### src/rtl/scr_map.vh
`ifndef SCR_MAP_VH
`define SCR_MAP_VH
// ****************************************
// register indexes
// ****************************************
`define SCR_IDX_RATE_MIRROR   8'h14
`define SCR_IDX_UARTA_MIRROR  8'h15
`define SCR_IDX_UARTB_MIRROR  8'h16
`define SCR_IDX_FORCE_STATUS  8'h17
`define SCR_IDX_RSVD_FIRST    8'h18
`define SCR_IDX_RSVD_LAST     8'h1d
`define SCR_IDX_GAME_BASE     8'h1e
`define SCR_IDX_DRIVE_TYPE    8'h1f
`define SCR_IDX_FLOPPY_BASE   8'h20
// ****************************************
// reset values
// ****************************************
`define SCR_RST_FORCE_STATUS  8'h03
`define SCR_RST_GAME_BASE     8'h80
`define SCR_RST_DRIVE_TYPE    8'h00
`define SCR_RST_FLOPPY_BASE   8'h3c
`define SCR_RST_MIRROR        8'h00
// ****************************************
// field positions
// ****************************************
`define SCR_FRC_CHG0          0
`define SCR_FRC_CHG1          1
`define SCR_FRC_WP            2
`define SCR_GAME_MODE_OFF     2'h0
`define SCR_GAME_MODE_ONE     2'h1
`define SCR_GAME_MODE_EIGHT   2'h2
`define SCR_GAME_MODE_SIXTEEN 2'h3
`define SCR_GAME_ONE_LOW      4'h1
`endif

### src/rtl/scr_density_map.v
`timescale 1ns/1ps
// ****************************************
// density pin mapping for one drive type
// ****************************************
module scr_density_map (
   input  wire [1:0] driveType,
   input  wire       densitySelectOut,
   input  wire       rateBit0,
   input  wire       rateBit1,
   output reg        densityPin0,
   output reg        densityPin1
);
   // driveType[1] is type_bit_a, driveType[0] is type_bit_b
   always @* begin
      case (driveType)
         2'h0: begin
            densityPin0 = densitySelectOut;
            densityPin1 = rateBit0;
         end
         2'h1: begin
            densityPin0 = rateBit1;
            densityPin1 = rateBit0;
         end
         2'h2: begin
            densityPin0 = ~densitySelectOut;
            densityPin1 = rateBit0;
         end
         default: begin
            densityPin0 = rateBit0;
            densityPin1 = rateBit1;
         end
      endcase
   end
endmodule // scr_density_map

### src/rtl/scr_config_regs.v
`timescale 1ns/1ps
`include "scr_map.vh"
// Operation
// - registers reached only in configuration state with matching index loaded.
// - index 14h reads back last floppy rate-select write.
// - index 15h reads back last first-UART FIFO control write.
// - index 16h reads back last second-UART FIFO control write, same layout.
// - force status register resets to 03h; bits change0, change1, write protect.
// - force controls apply to drive pins and parallel-port floppy path.
// - force change bit set makes disk change active when drive selected.
// - writing one sets a force change bit; writing zero leaves it.
// - step with drive select clears that drive's force change bit.
// - input register bit 7 is select-and-force OR disk change pin.
// - force write protect plus any selected drive asserts write protect.
// - indexes 18h to 1Dh ignore writes and read zero.
// - game base resets 80h; bits 7..2 are address 9..4.
// - game mode bits: off, one byte 0001b, eight bytes, sixteen bytes.
// - game select needs chip select low and address bit 10 low.
// - power-good select bit overrides game select configuration.
// - drive type register resets 00h, two bits per drive, four drives.
// - density pins mapped from density and rate outputs by drive type.
// - floppy base resets 3Ch; top bits zero disables; low bits written zero.
// - floppy decode needs chip select low, address bit 10 low, 0XXXb match.
module scr_config_regs (
   input  wire       clock,
   input  wire       rst,
   input  wire       clockEnable,
   input  wire       configState,
   input  wire [7:0] configIndexRegister,
   input  wire       configDataWrite,
   input  wire       configDataRead,
   input  wire [7:0] configWriteData,
   output reg  [7:0] configReadData,
   input  wire       rateSelectWrite,
   input  wire       uartAFifoControlWrite,
   input  wire       uartBFifoControlWrite,
   input  wire [7:0] runtimeWriteData,
   input  wire       headStepSignal,
   input  wire       driveSelect0,
   input  wire       driveSelect1,
   input  wire [1:0] activeDrive,
   input  wire       diskChangeInput,
   input  wire       ppDiskChangeInput,
   input  wire       writeProtectInput,
   input  wire       ppWriteProtectInput,
   input  wire       ppFloppyActive,
   input  wire       densitySelectOut,
   input  wire       rateBit0,
   input  wire       rateBit1,
   input  wire       chipSelectLow,
   input  wire [15:0] ioAddress,
   input  wire       powerGoodFunction,
   output reg        diskChangeActive,
   output reg        writeProtectActive,
   output reg        inputRegBit7,
   output reg        gamePortSelect,
   output reg        floppySelect,
   output reg        densityPin0,
   output reg        densityPin1
);
   // ****************************************
   // register state
   // ****************************************
   reg  [7:0] rateMirror_q;
   reg  [7:0] uartAMirror_q;
   reg  [7:0] uartBMirror_q;
   reg  [2:0] forceStatus_q;
   reg  [7:0] gameBase_q;
   reg  [7:0] driveType_q;
   reg  [7:0] floppyBase_q;
   reg  [7:0] readData_d;
   wire       cfgWrite;
   wire       anySelect;
   wire       forceChange;
   wire       mapPin0;
   wire       mapPin1;
   reg  [1:0] curType;
   wire [2:0] forceStatus_d;
   wire       upperQualify;
   wire       gameHit;
   reg        gameLowHit;
   wire       floppyHit;
   wire       chipCfgAccess;

   assign chipCfgAccess = configState;
   assign cfgWrite      = chipCfgAccess & configDataWrite;

   // set wins over the step clear
   assign forceStatus_d[`SCR_FRC_CHG0] = (cfgWrite && configIndexRegister == `SCR_IDX_FORCE_STATUS
                                          && configWriteData[`SCR_FRC_CHG0])
                                       | (forceStatus_q[`SCR_FRC_CHG0]
                                          & ~(headStepSignal & driveSelect0));
   assign forceStatus_d[`SCR_FRC_CHG1] = (cfgWrite && configIndexRegister == `SCR_IDX_FORCE_STATUS
                                          && configWriteData[`SCR_FRC_CHG1])
                                       | (forceStatus_q[`SCR_FRC_CHG1]
                                          & ~(headStepSignal & driveSelect1));
   // write protect is an ordinary read/write bit
   assign forceStatus_d[`SCR_FRC_WP]   = (cfgWrite && configIndexRegister == `SCR_IDX_FORCE_STATUS) ?
                                         configWriteData[`SCR_FRC_WP] : forceStatus_q[`SCR_FRC_WP];

   // ****************************************
   // register writes
   // ****************************************
   always @(posedge clock) begin
      if (rst) begin
         rateMirror_q  <= `SCR_RST_MIRROR;
         uartAMirror_q <= `SCR_RST_MIRROR;
         uartBMirror_q <= `SCR_RST_MIRROR;
         forceStatus_q <= 3'h3;
         gameBase_q    <= `SCR_RST_GAME_BASE;
         driveType_q   <= `SCR_RST_DRIVE_TYPE;
         floppyBase_q  <= `SCR_RST_FLOPPY_BASE;
      end else if (clockEnable) begin
         if (rateSelectWrite) begin
            rateMirror_q <= runtimeWriteData;
         end
         if (uartAFifoControlWrite) begin
            uartAMirror_q <= runtimeWriteData;
         end
         if (uartBFifoControlWrite) begin
            uartBMirror_q <= runtimeWriteData;
         end
         forceStatus_q <= forceStatus_d;
         if (cfgWrite) begin
            case (configIndexRegister)
               `SCR_IDX_GAME_BASE:   gameBase_q   <= configWriteData;
               `SCR_IDX_DRIVE_TYPE:  driveType_q  <= configWriteData;
               // low bits kept zero regardless of what the host sends
               `SCR_IDX_FLOPPY_BASE: floppyBase_q <= {configWriteData[7:2], 2'h0};
               default: begin
                  // mirrors read-only, 18h-1Dh ignore writes
               end
            endcase
         end
      end
   end

   // ****************************************
   // read back
   // ****************************************
   always @* begin
      case (configIndexRegister)
         `SCR_IDX_RATE_MIRROR:  readData_d = rateMirror_q;
         `SCR_IDX_UARTA_MIRROR: readData_d = uartAMirror_q;
         `SCR_IDX_UARTB_MIRROR: readData_d = uartBMirror_q;
         `SCR_IDX_FORCE_STATUS: readData_d = {5'h00, forceStatus_q};
         `SCR_IDX_GAME_BASE:    readData_d = gameBase_q;
         `SCR_IDX_DRIVE_TYPE:   readData_d = driveType_q;
         `SCR_IDX_FLOPPY_BASE:  readData_d = floppyBase_q;
         default:               readData_d = 8'h00;
      endcase
   end

   // ****************************************
   // floppy status forcing
   // ****************************************
   assign anySelect   = driveSelect0 | driveSelect1;
   assign forceChange = (driveSelect0 & forceStatus_q[`SCR_FRC_CHG0])
                      | (driveSelect1 & forceStatus_q[`SCR_FRC_CHG1]);

   // ****************************************
   // address decoders
   // ****************************************
   assign upperQualify = ~chipSelectLow & ~ioAddress[10];

   always @* begin
      case (gameBase_q[1:0])
         `SCR_GAME_MODE_ONE:     gameLowHit = (ioAddress[3:0] == `SCR_GAME_ONE_LOW);
         `SCR_GAME_MODE_EIGHT:   gameLowHit = ~ioAddress[3];
         `SCR_GAME_MODE_SIXTEEN: gameLowHit = 1'b1;
         default:                gameLowHit = 1'b0;
      endcase
   end

   // power-good function owns the pin when selected
   assign gameHit   = upperQualify & ~powerGoodFunction & gameLowHit
                    & (ioAddress[9:4] == gameBase_q[7:2]);
   assign floppyHit = upperQualify & (floppyBase_q[7:6] != 2'h0) & ~ioAddress[3]
                    & (ioAddress[9:4] == floppyBase_q[7:2]);

   // ****************************************
   // density pin mapping
   // ****************************************
   always @* begin
      case (activeDrive)
         2'h0:    curType = {driveType_q[1], driveType_q[0]};
         2'h1:    curType = {driveType_q[3], driveType_q[2]};
         2'h2:    curType = {driveType_q[5], driveType_q[4]};
         default: curType = {driveType_q[7], driveType_q[6]};
      endcase
   end

   scr_density_map densityMap (
      .driveType        (curType),
      .densitySelectOut (densitySelectOut),
      .rateBit0         (rateBit0),
      .rateBit1         (rateBit1),
      .densityPin0      (mapPin0),
      .densityPin1      (mapPin1)
   );

   // ****************************************
   // registered outputs
   // ****************************************
   always @(posedge clock) begin
      if (rst) begin
         configReadData     <= 8'h00;
         diskChangeActive   <= 1'b0;
         writeProtectActive <= 1'b0;
         inputRegBit7       <= 1'b0;
         gamePortSelect     <= 1'b0;
         floppySelect       <= 1'b0;
         densityPin0        <= 1'b0;
         densityPin1        <= 1'b0;
      end else if (clockEnable) begin
         configReadData     <= (chipCfgAccess & configDataRead) ? readData_d : 8'h00;
         // parallel-port path picks its own pins, forcing applies alike
         diskChangeActive   <= forceChange | (ppFloppyActive ? ppDiskChangeInput : diskChangeInput);
         writeProtectActive <= (forceStatus_q[`SCR_FRC_WP] & anySelect)
                             | (ppFloppyActive ? ppWriteProtectInput : writeProtectInput);
         inputRegBit7       <= forceChange | (ppFloppyActive ? ppDiskChangeInput : diskChangeInput);
         gamePortSelect     <= gameHit;
         floppySelect       <= floppyHit;
         densityPin0        <= mapPin0;
         densityPin1        <= mapPin1;
      end
   end
endmodule // scr_config_regs

### config.mk
export PLATFORM = sky130hd
export DESIGN_NAME = scr_config_regs
export DESIGN_NICKNAME = d
export VERILOG_FILES = /design/src/rtl/scr_density_map.v /design/src/rtl/scr_config_regs.v
export VERILOG_INCLUDE_DIRS = /design/src /design/src/rtl
export SDC_FILE = /design/constraint.sdc
export NUM_CORES = 1
export LEC_CHECK = 0
export ABC_AREA = 0
export BUFFER_PORTS_ARGS = -buffer_cell sky130_fd_sc_hd__buf_2
export CORE_UTILIZATION = 55
export CTS_CLUSTER_DIAMETER = 120
export DETAILED_ROUTE_END_ITERATION = 10
export PLACE_DENSITY = 0.85
export SETUP_SLACK_MARGIN = 0.3
export SLEW_MARGIN = 20
export SYNTH_ARGS = -nofsm -noshare
export SYNTH_HDL_FRONTEND = slang
export SYNTH_HIERARCHICAL = 1
export SYNTH_SLANG_ARGS = --single-unit
### constraint.sdc
create_clock -name clock -period 4 [get_ports clock]
set_clock_uncertainty 0.1 [all_clocks]
set_input_delay 0.4 -clock clock [delete_from_list [all_inputs] [get_ports clock]]
set_output_delay 0.4 -clock clock [all_outputs]
set_load 0.1 [all_outputs]
Yosys cells after proc, flatten, opt, wreduce, memory -nomap -nowiden:

Cells that the tools add are included.

* div/mod/pow operators: 0
* $lt $le $gt $ge: 0
* add/sub/neg operators: 0
* shift operators: 0
* eq/ne operators: 17
* reduce and logical (&&, ||, !) cells: 14
* muxes and demuxes: 8
* $mul: 0
* bitwise logic cells: 29

Operator list (number)
* case mux 8 bit (7 select lines): 1
* equality test 8 x 5 -> 1 bit, second input constant: 6
* bitwise AND 1 bit: 16
* equality test 6 bit: 2
* AND reduction 3 bit: 3
* equality test 2 bit, second input constant: 4
* equality test 8 x 6 -> 1 bit, second input constant: 1
* 2-to-1 mux 8 bit: 1
* AND reduction 2 bit: 4
* inverter 1 bit: 7
* equality test 2 x 1 -> 1 bit, second input constant: 3
* OR 1 bit: 6
* case mux 1 bit (3 select lines): 2
* case mux 2 bit (3 select lines): 1
* equality test 4 x 1 -> 1 bit, second input constant: 1
* zero test 2 bit: 2
* logical AND 1 bit: 3
* 2-to-1 mux 1 bit: 3
* OR reduction 3 bit: 1
* nonzero test 2 bit: 1

* flip-flop bits (word level): 63
* bits in writable memories: 0
* latch bits: 0
* ROM bits: 0
* memories: 0

Longest topological paths before layout:

* word-level depth: 5
* mapped depth: 6
* mapped depth without buffers: 6

Hierarchy:

Netlist, hierarchy kept.

By module, submodules not included
* scr_config_regs: times used 1, cells each 336, sequential area each 1261.2 um^2, area an instance 2991.6 um^2
* scr_density_map: times used 1, cells each 7, sequential area each 0.0 um^2, area an instance 46.3 um^2

Worst setup path after synthesis:

Ideal clock, no wire load.

* path type: flip-flop to output port
* from: register inputRegBit7
* to: output port inputRegBit7
* required time: 3.500 ns
* cell stages (with the launch flop): 2
* setup slack: 2.126 ns
* path buffers: 1
* arrival time: 1.374 ns
* cell sequence: dfxtp_1 buf_4

RTL lines
* start, declared: RTL line scr_config_regs.v:55 `output reg inputRegBit7,`
* start signal, assigned: RTL line scr_config_regs.v:221 `inputRegBit7 <= forceChange | (ppFloppyActive ? ppDiskChangeInput : diskChangeInput);`

No word-level cell between the ends.

Worst setup path in the final report:

* from: input port configIndexRegister[0]
* to: register floppyBase_q[5]

* cells in the longest elaborated chain, start to end: 2

RTL lines
* start, declared: RTL line scr_config_regs.v:29 `input wire [7:0] configIndexRegister,`
* equality test 8 x 6 -> 1 bit: RTL line scr_config_regs.v:125 `case (configIndexRegister)`
* AND reduction 3 bit (no source line)
* end signal, assigned: RTL line scr_config_regs.v:112 `` floppyBase_q <= `SCR_RST_FLOPPY_BASE; ``
* end signal, assigned: RTL line scr_config_regs.v:129 `` `SCR_IDX_FLOPPY_BASE: floppyBase_q <= {configWriteData[7:2], 2'h0}; ``
* end, declared: RTL line scr_config_regs.v:70 `reg [7:0] floppyBase_q;`

No other way between the ends.
A chain may end at the register's enable or synchronous reset.

==> out/metrics.cfg <==
[power]
p_leak_nw = 1.46
powerDensity_nw_per_um2 = 363
peakVddDrop_mv = 0.275

[synth]
avgSynthCellArea_um2 = 8.86
ys_warn_count = 6
postSynthCellCount = 343
synth_cell_type_count = 49
seq_area_frac_synth_pct = 41.5
synth_nets = 407
synth_edf_count = 0
ys.flop_type = dfxtp_1
async_reset_ff_share_pct = 0
synth_area_um2 = 3040
synth_seq_cells = 63

[clock_tree]
cts_buffers = 9
cts_buffer_depth = 2
cts_tree = yes
cts_hold_buf = 0
cts_root_buffer = clkbuf_8
path_clk_slew_ps = 70
clkLatencyLatePin_ps = 350
post_cts_buffers = 0
cts_max_level = 3
cts.sinks = 63
cts_resized = 0

[global_routing]
grt_pass1_wl_mm = 13.4
grt.total_usage_pct = 29.3
grt_max_degree = 58
antenna_found_initial = 0
grt-ovfl-total = 0
grt_pass1_vias = 2796

[final_layout]
layout_commonest_cell = buf_2
fin_nets = 474
layout-drive-gt1-share_pct = 24.0
areaGrowthSynthToFinish_pct = 18.1
mostFrequentLayoutCells = buf_2, dfxtp_1, nand2_1
n_antenna_cell = 0
final_area_um2 = 3590

[die]
rows = 26
dieHeight_um = 76.3
fp.dieW_um = 76.3
core_area_um2 = 5200
dieArea_um2 = 5820
start_util_pct = 58.4
ioPinCount = 79

[run_status]
status = complete, no violations

[critical_path]
endpoint_kind = register
crit_slowest_cell = nor2_2
r2r_cells = 5
worstPathCellList = buf_2 -> nor2_2 -> nand4_1 -> nor2_4 -> nor2b_1 -> a211o_1
crit_arrival_ps = 1960
worstPathRequired_ps = 4140
max_stage_delay_ps = 370
critical_path_class = input pin to register
crit_fanout = 19
crit_path_start_kind = input pin

[hold_path]
hold_class = input pin to register
holdPathStages = 2

[placement]
gp_congestion = 0.872
place_area_um2 = 3420
numPortBuffers = 73
dp_hpwl_mm = 5.74

[drt]
vias_per_cell = 5.97
vias = 2876
drt_iter0_markers = 281
postRouteAntennaNets = 0
wl_mm = 8.07
wire_per_inst_um = 16.7
drc = 0
drt_first_pass_iters = 5

[job]
cap_violations = 0

[timing]
finalMaxSlewViolations = 0
rsz0062_at_grt = no
fin_crit_ps = 1830
tightest_slew_ps = 632
slew_headroom_pct = 57.5
tns_ps = 0
max_freq_mhz = 548
hold_viol = 0
setup_violations = 0
timing.final.crit_share_pct = 45.7

## flip-flops by register name (all words and copies together), names as in the netlist, 3 cells and up
register / flops
configReadData: 8
driveType_q: 8
floppyBase_q: 6
forceStatus_q: 3
gameBase_q: 8
rateMirror_q: 8
uartAMirror_q: 8
uartBMirror_q: 8
## layer usage
metal	wire, µm	share of wire (%)	global-route usage [%]
met1	3670	46	38.1
met2	3700	46	45.4
met3	514	6.4	7.19
met4	181	2.2	14.4
met5	0	0	0
## critical path: cells and delay by family
kind,cells,cell delay (ps)
compound gates,1,270
buf+inv,1,250
simple gates,4,1030
## final timing paths
path	from	endpoint	slack (ps)
worst max-delay path	configIndexRegister[0]	floppyBase_q[5]	2170
worst min-delay path	configWriteData[3]	floppyBase_q[3]	180
worst max register to register	driveType_q[6]	densityPin1	2320
worst min register to register	configReadData[0]	configReadData[0]	350
## power breakdown
part	switching (mW)	leakage, nW	internal (mW)
clock	0.230	0.0902	0.264
combinational	0.105	0.863	0.0538
sequential	0.00872	0.512	0.643
total	0.344	1.46	0.960
## Yosys cell counts, drive strengths merged, types with 2 or more instances
cell,n,area (µm²)
nor4,5,31.3
nor2b,8,50.1
a221o,5,50.1
nor2,33,141
mux4,2,45.0
a22oi,11,82.6
xnor2,11,96.3
and2,2,12.5
nand2,36,143
o2bb2ai,2,17.5
a311o,2,20.0
mux2,2,26.3
nand3,34,170
buf,12,61.3
o21ai,9,45.0
and3b,2,18.8
mux2i,30,300
o22ai,2,12.5
clkbuf,7,26.3
a22o,4,35.0
nand4,2,12.5
o2111ai,2,17.5
a311oi,2,17.5
inv,3,11.3
a21oi,31,155
nor3,3,26.3
dfxtp,63,1260
nand4b,2,17.5
a211o,6,52.6
## metrics by stage
step	worst slack (ps)	hold slack [ps]	power [mW]	cells	utilization, %
2_1_floorplan	2130	332	0.763	343	-
3_3_place_gp	1890	339	0.817	469	65.7
3_5_place_dp	1850	345	0.821	469	65.7
4_1_cts	2210	185	1.30	482	68.9
5_1_grt	2050	200	1.35	482	68.9
6_report	2170	179	1.30	482	68.9
## layout make-up
class / count / area (µm²)
multi-input combinational: 258 / 1680
inverter: 3 / 11.3
clock inverter: 1 / 5.00
sequential: 63 / 1260
clock buffer: 12 / 165
tap: 70 / 87.6
timing repair buffer: 75 / 380
fill: 423 / 1620
## cells by family after synthesis
group / count (synthesis) / share of synthesized area, %
compound gates: 79 / 17.4
buf+inv: 22 / 3.25
mux: 34 / 12.2
xor+xnor: 11 / 3.17
flops: 63 / 41.5
simple gates: 134 / 22.4
Note: power is estimated with default switching activity, not from simulation.
